## src/uart_ring_pkg.sv

```systemverilog
// constants, types and helpers shared by the serial ring-buffer port
package uart_ring_pkg;
  localparam int SYS_CLK_HZ = 10_000_000;
  localparam int BASE_PRESCALE = 2 * 16;
  localparam logic [4:0] BASE_LAST = 5'(BASE_PRESCALE - 1);
  localparam int RING_DEPTH = 64;
  localparam int PTR_W = 6;
  localparam int SIZE_W = 7;
  localparam logic [SIZE_W-1:0] SIZE_RESET = 7'h40;
  localparam logic [SIZE_W-1:0] SIZE_MIN = 7'h02;
  localparam int RX_FIFO_DEPTH = 4;
  localparam logic [3:0] BAUD_DEFAULT = 4'h9;
  localparam logic [7:0] OFF_CTRL = 8'h00;
  localparam logic [7:0] OFF_STATUS = 8'h04;
  localparam logic [7:0] OFF_RXDATA = 8'h08;
  localparam logic [7:0] OFF_TXDATA = 8'h0C;
  localparam logic [7:0] OFF_RXSIZE = 8'h10;
  localparam logic [7:0] OFF_TXSIZE = 8'h14;
  localparam int CTRL_RX_ON = 0;
  localparam int CTRL_TX_GO = 1;
  localparam int CTRL_FLUSH = 2;
  localparam int CTRL_RX_BAUD = 4;
  localparam int CTRL_TX_BAUD = 8;
  localparam int CTRL_FMT = 12;
  localparam int STAT_TX_BUSY = 8;
  localparam int STAT_TX_GO = 9;
  localparam int STAT_QUEUE_OK = 16;
  localparam logic [1:0] PAR_NONE = 2'h0;
  localparam logic [1:0] PAR_ODD = 2'h1;
  typedef struct packed {
    logic [1:0] parity;
    logic two_stop;
    logic [1:0] data_len;
  } line_cfg_type;
  localparam line_cfg_type LINE_DEFAULT = '{2'h0, 1'b0, 2'h3};
  typedef struct packed {
    logic valid;
    logic write;
    logic [7:0] addr;
  } bus_phase_type;
  typedef enum logic [1:0] {
    ST_IDLE = 2'b00, ST_START = 2'b01, ST_DATA = 2'b11, ST_STOP = 2'b10
  } line_state_type;
  function automatic logic [12:0] baud_divisor(input logic [3:0] sel);
    case (sel)
      4'h1: baud_divisor = 13'h1ADB;
      4'h2: baud_divisor = 13'h0D6E;
      4'h3: baud_divisor = 13'h06B7;
      4'h4: baud_divisor = 13'h035B;
      4'h5: baud_divisor = 13'h01AE;
      4'h6: baud_divisor = 13'h00D7;
      4'h7: baud_divisor = 13'h006B;
      4'h8: baud_divisor = 13'h0048;
      4'hA: baud_divisor = 13'h001B;
      4'hB: baud_divisor = 13'h0012;
      4'hC: baud_divisor = 13'h0009;
      4'hD: baud_divisor = 13'h0004;
      4'hE: baud_divisor = 13'h0002;
      4'hF: baud_divisor = 13'h0001;
      default: baud_divisor = 13'h0036;
    endcase
  endfunction
  function automatic logic [PTR_W-1:0] ring_next(input logic [PTR_W-1:0] p,
                                                  input logic [SIZE_W-1:0] s);
    ring_next = ({1'b0, p} + 7'h01 >= s) ? '0 : p + 6'h01;
  endfunction
  function automatic logic [PTR_W-1:0] ring_dist(input logic [PTR_W-1:0] h,
      input logic [PTR_W-1:0] t, input logic [SIZE_W-1:0] s);
    logic [SIZE_W-1:0] d;
    d = (h >= t) ? {1'b0, h} - {1'b0, t} : {1'b0, h} + s - {1'b0, t};
    ring_dist = d[PTR_W-1:0];
  endfunction
  function automatic logic [7:0] data_mask(input logic [1:0] dl);
    data_mask = 8'hFF >> (2'h3 - dl);
  endfunction
endpackage

```

## src/uart_dma_ring_buffer_port.sv

```systemverilog
// serial port with receive ring fed by dma and self-stopping transmit ring
//
// Added by the designer: the address map and register access over AHB-Lite.
`timescale 1ns/1ns
`default_nettype none
module rx_stage_fifo #(parameter int WIDTH = 8, parameter int DEPTH = 4) (
  input wire logic sys_clk_i,
  input wire logic rst_b_i,
  input wire logic in_valid_i,
  output logic in_ready_o,
  input wire logic [WIDTH-1:0] in_data_i,
  output logic out_valid_o,
  input wire logic out_ready_i,
  output logic [WIDTH-1:0] out_data_o
);
  localparam int AW = $clog2(DEPTH);
  logic [WIDTH-1:0] mem [DEPTH];
  logic [AW-1:0] wp_reg, wp_next, rp_reg, rp_next;
  logic [AW:0] cnt_reg, cnt_next;
  logic push, pop;
  always_comb begin
    push = in_valid_i && (cnt_reg != (AW+1)'(DEPTH));
    pop = out_ready_i && (cnt_reg != '0);
    wp_next = push ? wp_reg + 1'b1 : wp_reg;
    rp_next = pop ? rp_reg + 1'b1 : rp_reg;
    cnt_next = cnt_reg + {AW'(0), push} - {AW'(0), pop};
    in_ready_o = cnt_reg != (AW+1)'(DEPTH);
    out_valid_o = cnt_reg != '0;
    out_data_o = mem[rp_reg];
  end
  always_ff @(posedge sys_clk_i) begin
    if (!rst_b_i) begin
      wp_reg <= '0;
      rp_reg <= '0;
      cnt_reg <= '0;
    end else begin
      wp_reg <= wp_next;
      rp_reg <= rp_next;
      cnt_reg <= cnt_next;
    end
  end
  always_ff @(posedge sys_clk_i) begin
    if (push) begin
      mem[wp_reg] <= in_data_i;
    end
  end
endmodule

module uart_dma_ring_buffer_port import uart_ring_pkg::*; (
  input wire logic sys_clk_i,
  input wire logic rst_b_i,
  input wire logic hsel_i,
  input wire logic [31:0] haddr_i,
  input wire logic [1:0] htrans_i,
  input wire logic hwrite_i,
  input wire logic [2:0] hsize_i,
  input wire logic [31:0] hwdata_i,
  input wire logic hready_i,
  output logic [31:0] hrdata_o,
  output logic hreadyout_o,
  output logic hresp_o,
  input wire logic rx_line_i,
  output logic tx_line_o
);

  logic [7:0] in_mem [RING_DEPTH];
  logic [7:0] out_mem [RING_DEPTH];
  logic [4:0] pre_reg, pre_next;
  logic base_tick;
  logic rx_on_reg, rx_on_next, tx_go_reg, tx_go_next;
  logic [3:0] rx_baud_reg, rx_baud_next, tx_baud_reg, tx_baud_next;
  line_cfg_type cfg_reg, cfg_next;
  logic [SIZE_W-1:0] rx_size_reg, rx_size_next, tx_size_reg, tx_size_next;
  bus_phase_type ap_reg, ap_next;
  logic [31:0] hrdata_reg, hrdata_next;
  logic queue_ok_reg, queue_ok_next;
  logic [PTR_W-1:0] in_head_reg, in_head_next, in_tail_reg, in_tail_next;
  logic [PTR_W-1:0] out_head_reg, out_head_next, out_tail_reg, out_tail_next;
  logic [PTR_W-1:0] rx_count;
  logic ap_take, rd_pop, dp_wr, wr_ctrl, wr_tx, wr_rxsize, wr_txsize;
  logic tx_full, tx_empty, tx_busy, tx_load, tx_stop_svc, store;
  logic f_in_ready, f_valid, rx_push;
  logic [7:0] f_data, rx_byte;
  line_state_type rx_state_reg, rx_state_next, tx_state_reg, tx_state_next;
  logic [12:0] rx_cnt_reg, rx_cnt_next, tx_cnt_reg, tx_cnt_next;
  logic [12:0] rx_div, tx_div;
  logic [3:0] rx_bits_reg, rx_bits_next, tx_bits_reg, tx_bits_next;
  logic [8:0] rx_shift_reg, rx_shift_next;
  logic [11:0] tx_shift_reg, tx_shift_next;
  logic tx_line_reg, tx_line_next;

  // prescaler: one base tick per 32 system clocks
  always_comb begin
    base_tick = pre_reg == BASE_LAST;
    pre_next = base_tick ? 5'h00 : pre_reg + 5'h01;
  end
  always_ff @(posedge sys_clk_i) begin
    pre_reg <= !rst_b_i ? 5'h00 : pre_next;
  end

  // bus decode; hreadyout is low in reset and high after it, so every data phase is one cycle
  always_comb begin
    ap_take = hsel_i && hready_i && htrans_i[1];
    rx_count = ring_dist(in_head_reg, in_tail_reg, rx_size_reg);
    rd_pop = ap_take && !hwrite_i && haddr_i[7:0] == OFF_RXDATA
             && rx_count != '0;
    dp_wr = ap_reg.valid && ap_reg.write;
    wr_ctrl = dp_wr && ap_reg.addr == OFF_CTRL;
    wr_tx = dp_wr && ap_reg.addr == OFF_TXDATA;
    wr_rxsize = dp_wr && ap_reg.addr == OFF_RXSIZE && hwdata_i[6:0] >= SIZE_MIN
                && hwdata_i[6:0] <= SIZE_RESET && hwdata_i[31:7] == '0;
    wr_txsize = dp_wr && ap_reg.addr == OFF_TXSIZE && hwdata_i[6:0] >= SIZE_MIN
                && hwdata_i[6:0] <= SIZE_RESET && hwdata_i[31:7] == '0;
    tx_empty = out_head_reg == out_tail_reg;
    tx_full = ring_next(out_head_reg, tx_size_reg) == out_tail_reg;
    tx_busy = tx_state_reg != ST_IDLE || !tx_empty;
  end

  // control registers and read data
  always_comb begin
    ap_next = '{ap_take, hwrite_i, haddr_i[7:0]};
    rx_on_next = rx_on_reg;
    tx_go_next = tx_go_reg && !tx_stop_svc;
    rx_baud_next = rx_baud_reg;
    tx_baud_next = tx_baud_reg;
    cfg_next = cfg_reg;
    rx_size_next = wr_rxsize ? hwdata_i[6:0] : rx_size_reg;
    tx_size_next = wr_txsize ? hwdata_i[6:0] : tx_size_reg;
    queue_ok_next = wr_tx ? !tx_full : queue_ok_reg;
    if (wr_ctrl) begin
      rx_on_next = hwdata_i[CTRL_RX_ON];
      // software enabling wins over the service disabling in the same cycle
      tx_go_next = hwdata_i[CTRL_TX_GO] || (tx_go_reg && !tx_stop_svc);
      rx_baud_next = hwdata_i[CTRL_RX_BAUD+:4];
      tx_baud_next = hwdata_i[CTRL_TX_BAUD+:4];
      cfg_next = hwdata_i[CTRL_FMT+:5];
    end
    hrdata_next = 32'h0000_0000;
    if (ap_take && !hwrite_i) begin
      case (haddr_i[7:0])
        OFF_CTRL: hrdata_next = {15'h0000, cfg_reg, tx_baud_reg, rx_baud_reg,
                                 2'h0, tx_go_reg, rx_on_reg};
        OFF_STATUS: hrdata_next = {15'h0000, queue_ok_reg, 6'h00, tx_go_reg,
                                   tx_busy, 2'h0, rx_count};
        OFF_RXDATA: hrdata_next = rd_pop ? {24'h0, in_mem[in_tail_reg]} : '0;
        OFF_RXSIZE: hrdata_next = {25'h0, rx_size_reg};
        OFF_TXSIZE: hrdata_next = {25'h0, tx_size_reg};
        default: hrdata_next = 32'h0000_0000;
      endcase
    end
  end
  always_ff @(posedge sys_clk_i) begin
    if (!rst_b_i) begin
      ap_reg <= '0;
      rx_on_reg <= 1'b0;
      tx_go_reg <= 1'b0;
      rx_baud_reg <= BAUD_DEFAULT;
      tx_baud_reg <= BAUD_DEFAULT;
      cfg_reg <= LINE_DEFAULT;
      rx_size_reg <= SIZE_RESET;
      tx_size_reg <= SIZE_RESET;
      queue_ok_reg <= 1'b0;
      hrdata_reg <= 32'h0000_0000;
      hreadyout_o <= 1'b0;
      hresp_o <= 1'b0;
    end else begin
      ap_reg <= ap_next;
      rx_on_reg <= rx_on_next;
      tx_go_reg <= tx_go_next;
      rx_baud_reg <= rx_baud_next;
      tx_baud_reg <= tx_baud_next;
      cfg_reg <= cfg_next;
      rx_size_reg <= rx_size_next;
      tx_size_reg <= tx_size_next;
      queue_ok_reg <= queue_ok_next;
      hrdata_reg <= hrdata_next;
      hreadyout_o <= 1'b1;
      hresp_o <= 1'b0;
    end
  end
  assign hrdata_o = hrdata_reg;

  // ring pointers; the dma writer stalls for one cycle when a read pops
  always_comb begin
    store = f_valid && !rd_pop;
    in_head_next = store ? ring_next(in_head_reg, rx_size_reg) : in_head_reg;
    in_tail_next = in_tail_reg;
    if (rd_pop) begin
      in_tail_next = ring_next(in_tail_reg, rx_size_reg);
    end else if (store && in_head_next == in_tail_reg) begin
      in_tail_next = ring_next(in_tail_reg, rx_size_reg);
    end
    if (wr_ctrl && hwdata_i[CTRL_FLUSH]) begin
      in_tail_next = in_head_next;
    end
    if (wr_rxsize) begin
      in_head_next = '0;
      in_tail_next = '0;
    end
    out_head_next = (wr_tx && !tx_full) ?
                    ring_next(out_head_reg, tx_size_reg) : out_head_reg;
    out_tail_next = tx_load ? ring_next(out_tail_reg, tx_size_reg)
                            : out_tail_reg;
    if (wr_txsize) begin
      out_head_next = '0;
      out_tail_next = '0;
    end
  end
  always_ff @(posedge sys_clk_i) begin
    if (!rst_b_i) begin
      in_head_reg <= '0;
      in_tail_reg <= '0;
      out_head_reg <= '0;
      out_tail_reg <= '0;
    end else begin
      in_head_reg <= in_head_next;
      in_tail_reg <= in_tail_next;
      out_head_reg <= out_head_next;
      out_tail_reg <= out_tail_next;
    end
  end
  always_ff @(posedge sys_clk_i) begin
    if (store) begin
      in_mem[in_head_reg] <= f_data;
    end
    if (wr_tx && !tx_full) begin
      out_mem[out_head_reg] <= hwdata_i[7:0];
    end
  end

  // receiver: finds the start edge on a base tick, samples mid-bit
  always_comb begin
    rx_div = baud_divisor(rx_baud_reg);
    rx_state_next = rx_state_reg;
    rx_cnt_next = rx_cnt_reg;
    rx_bits_next = rx_bits_reg;
    rx_shift_next = rx_shift_reg;
    rx_push = 1'b0;
    // a parity bit lands above the data bits and is cut off by the mask, or by the 8-bit cast when there are eight data bits
    rx_byte = 8'((rx_shift_reg >> (4'h9 - rx_bits_reg)))
              & data_mask(cfg_reg.data_len);
    case (rx_state_reg)
      ST_IDLE: begin
        if (base_tick && !rx_line_i) begin
          rx_state_next = ST_START;
          // the zero count is seen one tick late, so aim one tick short
          rx_cnt_next = (rx_div - 13'h0001) >> 1;
        end
      end
      ST_START: begin
        if (base_tick && rx_cnt_reg == '0) begin
          rx_state_next = rx_line_i ? ST_IDLE : ST_DATA;
          rx_cnt_next = rx_div - 13'h0001;
          rx_bits_next = 4'h0;
        end else if (base_tick) begin
          rx_cnt_next = rx_cnt_reg - 13'h0001;
        end
      end
      ST_DATA: begin
        if (base_tick && rx_cnt_reg == '0) begin
          rx_shift_next = {rx_line_i, rx_shift_reg[8:1]};
          rx_bits_next = rx_bits_reg + 4'h1;
          rx_cnt_next = rx_div - 13'h0001;
          if (rx_bits_reg == {2'h0, cfg_reg.data_len} + 4'h4
              + {3'h0, cfg_reg.parity != PAR_NONE}) begin
            rx_state_next = ST_STOP;
          end
        end else if (base_tick) begin
          rx_cnt_next = rx_cnt_reg - 13'h0001;
        end
      end
      ST_STOP: begin
        if (base_tick && rx_cnt_reg == '0) begin
          // parity and framing faults are not reported, the byte is kept
          rx_push = 1'b1;
          rx_state_next = ST_IDLE;
        end else if (base_tick) begin
          rx_cnt_next = rx_cnt_reg - 13'h0001;
        end
      end
      default: rx_state_next = ST_IDLE;
    endcase
    if (!rx_on_reg) begin
      rx_state_next = ST_IDLE;
      rx_push = 1'b0;
    end
  end
  always_ff @(posedge sys_clk_i) begin
    if (!rst_b_i) begin
      rx_state_reg <= ST_IDLE;
      rx_cnt_reg <= '0;
      rx_bits_reg <= '0;
      rx_shift_reg <= '0;
    end else begin
      rx_state_reg <= rx_state_next;
      rx_cnt_reg <= rx_cnt_next;
      rx_bits_reg <= rx_bits_next;
      rx_shift_reg <= rx_shift_next;
    end
  end

  // a full staging fifo drops the character rather than stall the line
  rx_stage_fifo #(.WIDTH(8), .DEPTH(RX_FIFO_DEPTH)) u_stage (
    .sys_clk_i(sys_clk_i),
    .rst_b_i(rst_b_i),
    .in_valid_i(rx_push),
    .in_ready_o(f_in_ready),
    .in_data_i(rx_byte),
    .out_valid_o(f_valid),
    .out_ready_i(!rd_pop),
    .out_data_o(f_data)
  );

  // transmitter: drains the output ring while enabled, then disables itself
  always_comb begin
    tx_div = baud_divisor(tx_baud_reg);
    tx_state_next = tx_state_reg;
    tx_cnt_next = tx_cnt_reg;
    tx_bits_next = tx_bits_reg;
    tx_shift_next = tx_shift_reg;
    tx_load = 1'b0;
    tx_stop_svc = 1'b0;
    case (tx_state_reg)
      ST_IDLE: begin
        // loading on a base tick gives the start bit a full bit time
        if (tx_go_reg && !tx_empty && base_tick) begin
          tx_load = 1'b1;
          tx_state_next = ST_DATA;
          tx_cnt_next = tx_div - 13'h0001;
          tx_bits_next = 4'h7 + {2'h0, cfg_reg.data_len}
                         + {3'h0, cfg_reg.parity != PAR_NONE}
                         + {3'h0, cfg_reg.two_stop};
          tx_shift_next = (12'hFFF << (4'h6 + {2'h0, cfg_reg.data_len}
                           + {3'h0, cfg_reg.parity != PAR_NONE}))
                          | {3'h0, out_mem[out_tail_reg]
                             & data_mask(cfg_reg.data_len), 1'b0};
          if (cfg_reg.parity != PAR_NONE) begin
            tx_shift_next[4'h6 + {2'h0, cfg_reg.data_len}] =
              ^(out_mem[out_tail_reg] & data_mask(cfg_reg.data_len))
              ^ (cfg_reg.parity == PAR_ODD);
          end
        end else if (tx_go_reg && tx_empty) begin
          tx_stop_svc = 1'b1;
        end
      end
      ST_DATA: begin
        if (base_tick && tx_cnt_reg == '0) begin
          tx_shift_next = {1'b1, tx_shift_reg[11:1]};
          tx_bits_next = tx_bits_reg - 4'h1;
          tx_cnt_next = tx_div - 13'h0001;
          if (tx_bits_reg == 4'h1) begin
            tx_state_next = ST_IDLE;
          end
        end else if (base_tick) begin
          tx_cnt_next = tx_cnt_reg - 13'h0001;
        end
      end
      default: tx_state_next = ST_IDLE;
    endcase
    tx_line_next = (tx_state_next == ST_DATA) ? tx_shift_next[0] : 1'b1;
  end
  always_ff @(posedge sys_clk_i) begin
    if (!rst_b_i) begin
      tx_state_reg <= ST_IDLE;
      tx_cnt_reg <= '0;
      tx_bits_reg <= '0;
      tx_shift_reg <= 12'hFFF;
      tx_line_reg <= 1'b1;
    end else begin
      tx_state_reg <= tx_state_next;
      tx_cnt_reg <= tx_cnt_next;
      tx_bits_reg <= tx_bits_next;
      tx_shift_reg <= tx_shift_next;
      tx_line_reg <= tx_line_next;
    end
  end
  assign tx_line_o = tx_line_reg;
endmodule
`default_nettype wire

```

## config.mk

```make
export PLATFORM = sky130hd
export DESIGN_NAME = uart_dma_ring_buffer_port
export DESIGN_NICKNAME = d
export VERILOG_FILES = /design/src/uart_ring_pkg.sv /design/src/uart_dma_ring_buffer_port.sv
export SDC_FILE = /design/constraint.sdc
export NUM_CORES = 1
export LEC_CHECK = 0
export BUFFER_PORTS_ARGS = -buffer_cell sky130_fd_sc_hd__buf_4
export CAP_MARGIN = 20
export CORE_UTILIZATION = 55
export CTS_BUF_LIST = sky130_fd_sc_hd__clkbuf_16
export CTS_CLUSTER_DIAMETER = 80
export DETAILED_ROUTE_END_ITERATION = 16
export PLACE_DENSITY = 0.79
export SLEW_MARGIN = 15
export SYNTH_ARGS = -nofsm -noshare
export SYNTH_HDL_FRONTEND = slang
export SYNTH_SLANG_ARGS = --single-unit
```

## constraint.sdc

```tcl
create_clock -name sys_clk_i -period 7.8 [get_ports sys_clk_i]
set_input_delay 1.17 -clock sys_clk_i [delete_from_list [all_inputs] [get_ports sys_clk_i]]
set_output_delay 1.17 -clock sys_clk_i [all_outputs]
set_load 0.01 [all_outputs]
```

==> out/metrics.csv, run 1 <==
stage,metric,value,unit
run_status,status,completed,
clock_tree,clock tree buffer depth,3,
logic_synthesis,largest family of logic cells by synthesized area,multiplexers,
clock_tree,setup bufs post-CTS,0,
grt,GR Overflow Total,0,
worst_setup_path,crit path from,in_head_reg[0],
clock_tree,post-cts resize count,0,
job,maxcap violations,0,
cells_and_area,n_diodes,0,
worst_hold_path,Hold Crit Class,register to register,
timing,period utilization,71.6,%
die,Die W,311,microns
logic_synthesis,cell taking the most area after synthesis,edfxtp_1,
logic_synthesis,Post-synth top cells,"1056 x edfxtp_1, 298 x mux4_2, 225 x nor2_1",
timing,setup violators final,0,
cells_and_area,biggest regs,"in_mem: 512 flops, out_mem: 512 flops, u_stage.mem: 32 flops",
clock_tree,CTS H-tree depth,3,
logic_synthesis,Adder-Cell Fraction of Synth Area,2.19,%
logic_synthesis,post-synthesis cell count,3254,
grt,first-pass GRT wire length,188000,microns
placement,IO Port Bufs,65,
grt,largest net degree at the start of global routing,106,
grt,vias in the first global route,30200,
detailed_routing,drt drc,0,
logic_synthesis,top-count cell post-synth,edfxtp_1,
logic_synthesis,yosys synthesis warning count,0,
logic_synthesis,cell area after synthesis,52500,sq um
timing,Least-Margin Pin Slew,1.16,ns
logic_synthesis,XOR/XNOR Fraction of Synth Area,1.30,%
worst_setup_path,Startpoint Class,register,
die,Core Rows,112,
worst_setup_path,R2R Path Start,in_head_reg[0],
worst_setup_path,Worst Setup EP,in_mem[47][5],
logic_synthesis,main area contributors after synthesis,"edfxtp_1 60%, mux4_2 13%, dfxtp_1 7.4%",
grt,initial antenna violation count,2,
logic_synthesis,Synth Area in Compound Gates,4.78,%
detailed_routing,Routed WL,125000,microns
logic_synthesis,register bit total from synthesis,1250,
timing,Slew HR,22.7,%
power,PwrDens,259,nW/um^2
worst_setup_path,worst r2r path cells,14,
worst_setup_path,critical path peak fanout,8,
logic_synthesis,Post-synth EDFFs,1056,
die,I/O pin count,110,
die,Core Footprint,93900,sq um
logic_synthesis,area share of and/or/nand/nor cells after synthesis,7.18,%
timing,worst clock skew,0.0801,ns
timing,Final Hold Viols,0,
placement,RePlAce Congestion,0.903,
placement,Detailed Place HPWL,74600,microns
timing,max frequency,179,MHz
detailed_routing,Antenna Nets Post-Route,0,
die,die area,96700,sq um
worst_setup_path,WP data arrival,5.88,ns
logic_synthesis,Mean Syn Cell Area,16.1,sq um
detailed_routing,vias post-DR,30100,
clock_tree,CTS tree,done,
cells_and_area,share of layout cells above drive strength 1,19.3,%
logic_synthesis,ys async rst share,0,%
power,Static Leak,18.8,nW
timing,min cycle time layout,5.58,ns
cells_and_area,post-route insts no fill,4688,
timing,RSZ-0062 raised after global routing,no,
clock_tree,clock sinks,1250,
clock_tree,Root Driver,clkbuf_16,
timing,Sum Neg Setup Slack,0,ns
grt,All-Layer GR Usage,25.9,%
worst_setup_path,Reg2Reg Capture Point,in_mem[47][5],
worst_setup_path,crit path kind,register to register,
cells_and_area,FILL cells,6404,
detailed_routing,first-pass detailed-route iteration total,7,
placement,Post-Place Cells,4458,
power,peak supply drop,0.000245,V
logic_synthesis,post-synth top area share,60.4,%
detailed_routing,vias per cell,6.42,
detailed_routing,Routed WL per cell,26.7,microns
worst_setup_path,worst endpoint required time,8.10,ns
clock_tree,clock-pin slew on the worst setup and hold paths,0.07,ns
cells_and_area,Area Growth Syn to Fin,11.3,%
die,initial core utilization,55.9,%
cells_and_area,final net count,3492,
timing,worst hold slack,0.468,ns
die,height of the die,311,microns
logic_synthesis,"Seq/Total Area, Yosys",67.8,%
logic_synthesis,library cells used by synthesis,79,
clock_tree,insertion delay to the later sink of the worst-skew pair,0.75,ns
logic_synthesis,mux cell area share after synthesis,14.4,%
worst_setup_path,Setup crit end kind,register,
detailed_routing,initial DRC count,3601,
timing,max-slew violation count,0,
logic_synthesis,ys flop type,edfxtp_1,
clock_tree,hold-fix buffers at CTS,0,
clock_tree,Num CTS Buffers,119,
worst_setup_path,Worst R2R Setup Slack,2.22,ns
==> kinds of logic after synthesis <==
| kind of cell | Yosys count |
|---|---|
| simple gates | 784 |
| xor+xnor | 78 |
| mux | 380 |
| buf+inv | 293 |
| compound gates | 381 |
| fa+ha+maj | 87 |
| other cells | 1 |
| flops | 1250 |
==> placed cells by master, fill, tap and decap left out, drive strengths merged, types with 85 or more instances in the layout <==
cell type and instances:
edfxtp 1056, mux4 298, nor2 225, dfxtp 194, nand2 190, buf 135
inv 125, clkbuf 123, o21ai 88, a21oi 85
==> per-stage QoR <==
stage               util (%)  power (mW)  setup slack, ns  cell area [sq um]
global placement        57.9        9.36             2.60              54300
global route            62.2        15.5             1.93              58400
detailed placement      57.9        9.41             2.46              54400
CTS                     62.2        15.2             2.30              58400
finish                  62.2        15.1             2.22              58400
floorplan                  -        8.84             3.33              52600
==> worst min path at each step <==
stage               startpoint              end  slack [ns]  depth (start not counted)
6_report         rx_cnt_reg[5]    rx_cnt_reg[5]        0.47                          2
5_1_grt          rx_cnt_reg[3]    rx_cnt_reg[3]        0.49                          2
3_3_place_gp        pre_reg[0]       pre_reg[0]        0.43                          1
2_1_floorplan       pre_reg[0]       pre_reg[0]        0.42                          1
3_5_place_dp   tx_shift_reg[0]  tx_shift_reg[0]        0.45                          2
4_1_cts          rx_cnt_reg[3]    rx_cnt_reg[3]        0.47                          2
==> power breakdown <==
part	leakage [nW]	total, mW	switching (mW)	internal, mW
Combinational	5.83	1.65	0.998	0.649
Sequential	11.0	7.66	0.104	7.55
Clock	2.04	5.83	2.54	3.28
==> metal layers <==
| metal | vias up | wire (microns) | track usage, % |
|---|---|---|---|
| met5 | - | 27 | 0 |
| met4 | 4 | 5300 | 10.7 |
| met3 | 294 | 10200 | 4.18 |
| met2 | 1636 | 63200 | 43.9 |
| met1 | 15300 | 46300 | 33.3 |
| li1 | 12900 | - | - |
==> worst max-delay path, stage by stage (launching register included) <==
cell	delay [ns]
dfxtp_1	0.50
clkinv_1	0.36
ha_1	0.45
inv_1	0.07
ha_1	0.21
fa_1	0.47
xor2_1	0.19
or3_1	0.30
or3_1	0.37
nor3_1	0.22
a211oi_2	0.08
or2_1	0.40
inv_4	0.21
nand4_1	0.46
nor2_1	0.85
==> area by class of cell <==
class	instances	area [sq um]	share of cell area (%)
Sequential cell	1250	35600	60.9
Inverter	97	367	0.627
Tap cell	1254	1570	2.69
Multi-Input combinational cell	1726	15800	27.1
Clock buffer	122	3050	5.22
Clock inverter	103	940	1.61
Timing Repair Buffer	136	1070	1.82
(Power assumes the default switching activity.)
==> inputs of run 2 (changes only) <==
==> constraint.sdc (replaced) <==
create_clock -name sys_clk_i -period 5.2 [get_ports sys_clk_i]
set_input_delay 0.78 -clock sys_clk_i [delete_from_list [all_inputs] [get_ports sys_clk_i]]
set_output_delay 0.78 -clock sys_clk_i [all_outputs]
set_load 0.01 [all_outputs]
==> run 2 against run 1 <==
Sequential power is 50% higher. Highest routed layer is now met4. Count of clock-buffer cells in the layout down 2. Core utilization rose by 0.84 points. Worst setup slack lost 2.0 ns. Global-route usage up 0.27 points. Sequential cell count unchanged. Hold slack worse by 0.19 ns. Largest power group unchanged. Design area is 1.3% higher. First-iteration DRC count decreased by 4.1%. Combinational power rose by 56%. Register-to-register slack worse by 2.0 ns.
==> out/metrics.csv, run 2 (same netlist as run 1, synthesis figures left out) <==
stage,metric,value,unit
cells_and_area,biggest regs,"in_mem: 512 flops, out_mem: 512 flops, u_stage.mem: 32 flops",
die,I/O pin count,110,
power,clock share of power,37.2,%
timing,worst hold slack,0.276,ns
power,Seq pwr share,51.3,%
clock_tree,CTS tree,done,
cells_and_area,post-route cell area,59200,sq um
cells_and_area,n_diodes,0,
placement,IO Port Bufs,65,
detailed_routing,vias post-DR,30400,
clock_tree,Root Driver,clkbuf_16,
power,PwrDens,377,nW/um^2
clock_tree,clock sinks,1250,
placement,Post-Place Cells,4597,
worst_hold_path,WHS Path Cells,2,
timing,period utilization,96.5,%
detailed_routing,drt drc,0,
worst_setup_path,CP max stage delay,0.66,ns
timing,Slew HR,27.8,%
die,Core Rows,112,
clock_tree,clock tree buffer depth,3,
worst_setup_path,WP data arrival,5.45,ns
cells_and_area,FILL cells,6340,
timing,Least-Margin Pin Slew,1.08,ns
timing,Sum Neg Setup Slack,0,ns
die,height of the die,311,microns
timing,RSZ-0062 raised after global routing,no,
power,cell internal pwr,16.9,mW
cells_and_area,post-layout util,63.1,%
placement,RePlAce Congestion,0.898,
grt,initial antenna violation count,0,
worst_setup_path,worst endpoint required time,5.63,ns
placement,"Cell Area, Placed",55500,sq um
detailed_routing,Routed WL per cell,26.2,microns
die,initial core utilization,55.9,%
worst_setup_path,Setup crit end kind,register,
run_status,status,completed,
clock_tree,setup bufs post-CTS,0,
detailed_routing,first-pass detailed-route iteration total,6,
die,die area,96700,sq um
worst_setup_path,crit path kind,register to register,
worst_hold_path,Min-Delay Endpoint,ap_reg[7],
worst_setup_path,"slowest stage cell, crit path",or4_1,
timing,min cycle time layout,5.02,ns
grt,vias in the first global route,30600,
cells_and_area,most frequent cells in the layout,"1056 x edfxtp_1, 297 x mux4_2, 259 x buf_4",
timing,Final Hold Viols,0,
worst_setup_path,crit-path cells,clkinv_1 > ha_1 > inv_1 > ha_1 > fa_1 > xor2_1 > or3_1 > or3_1 > nor3_1 > a211oi_2 > or2_1 > or4_1 > nor2_1 > buf_4,
cells_and_area,"commonest non-fill, non-tap cell in the layout",edfxtp_1,
power,Switch Pwr,5.39,mW
clock_tree,hold-fix buffers at CTS,0,
clock_tree,insertion delay to the later sink of the worst-skew pair,0.73,ns
cells_and_area,share of layout cells above drive strength 1,21.6,%
power,combinational group share of total power,11.5,%
power,Static Leak,19.4,nW
power,Sw Ratio,24.2,%
worst_setup_path,R2R Path Start,in_head_reg[0],
job,maxcap violations,0,
clock_tree,post-cts resize count,0,
timing,max-slew violation count,0,
timing,setup ws final,0.182,ns
placement,Setup WS pre-CTS,0.386,ns
detailed_routing,Routed WL,126000,microns
detailed_routing,vias per cell,6.31,
detailed_routing,Antenna Nets Post-Route,0,
timing,setup violators final,0,
worst_setup_path,Reg2Reg Capture Point,in_mem[21][4],
die,Core Footprint,93900,sq um
power,total design power,22.3,mW
clock_tree,CTS H-tree depth,3,
cells_and_area,Area Growth Syn to Fin,12.8,%
cells_and_area,final net count,3625,
placement,Detailed Place HPWL,77400,microns
worst_setup_path,Worst R2R Setup Slack,0.18,ns
grt,largest net degree at the start of global routing,70,
detailed_routing,initial DRC count,3454,
grt,first-pass GRT wire length,190000,microns
die,Die W,311,microns
grt,GR Overflow Total,0,
timing,max frequency,199,MHz
clock_tree,clock-pin slew on the worst setup and hold paths,0.07,ns
power,peak supply drop,0.000351,V
worst_hold_path,worst min-delay path startpoint,haddr_i[7],
timing,worst clock skew,0.0677,ns
worst_setup_path,Startpoint Class,register,
grt,All-Layer GR Usage,26.2,%
worst_setup_path,critical path peak fanout,8,
clock_tree,Num CTS Buffers,118,
worst_hold_path,Hold Crit Class,input pin to register,
worst_setup_path,worst r2r path cells,14,
cells_and_area,post-route insts no fill,4816,
## run 2: cell types whose count changed in the layout (fill, tap and decap cells not counted), sizes merged
cell / delta
clkbuf: -3
inv: -1
bufinv: -5
buf: +135
clkinvlp: -2
clkinv: +4
## run 2: power by group through the flow
stage | registers, mW | logic (mW) | clock network, mW
finish | 11.5 | 2.57 | 8.30
global route | 11.5 | 2.71 | 8.73
CTS | 11.5 | 2.55 | 8.37
detailed placement | 11.7 | 2.52 | 0
global placement | 11.7 | 2.44 | 0
floorplan | 11.6 | 1.67 | 0
## run 2: final cells by class
class | instances | area, sq um | share of cell area (%)
sequential | 1250 | 35600 | 60.1
multi-input combinational | 1726 | 15800 | 26.7
clock buffer | 120 | 3000 | 5.07
timing repair buffer | 270 | 2160 | 3.66
tap | 1254 | 1570 | 2.65
clock inverter | 99 | 704 | 1.19
inverter | 97 | 367 | 0.619
## run 2: routing by layer
layer / vias to the layer above / GRT usage (%) / wire (microns)
met3: 336 / 4.80 / 11100
met2: 1698 / 44.0 / 62900
met4: 0 / 10.9 / 5500
li1: 13100 / - / -
met5: - / 0 / 0
met1: 15300 / 33.6 / 46600
## run 2: worst max-delay path: cells and delay by family (launching register included)
kind | cells | cell delay [ns]
adders and majority gates | 3 | 1.11
xor gates and xnor gates | 1 | 0.19
and+or+nand+nor | 6 | 2.45
DFF | 1 | 0.33
AOI/OAI and AO/OA | 1 | 0.07
buffers and inverters | 3 | 0.56
## run 2: how the worst max path moves through the flow
stage                    end  slack [ns]  depth (start not counted)           start
2_1_floorplan  in_mem[20][0]        0.73                         15  in_head_reg[0]
3_3_place_gp   in_mem[21][1]        0.43                         14  in_head_reg[0]
3_5_place_dp   in_mem[21][4]        0.39                         14  in_head_reg[0]
4_1_cts        in_mem[21][4]        0.30                         14  in_head_reg[0]
5_1_grt        in_mem[21][4]        0.04                         14  in_head_reg[0]
6_report       in_mem[21][4]        0.18                         14  in_head_reg[0]
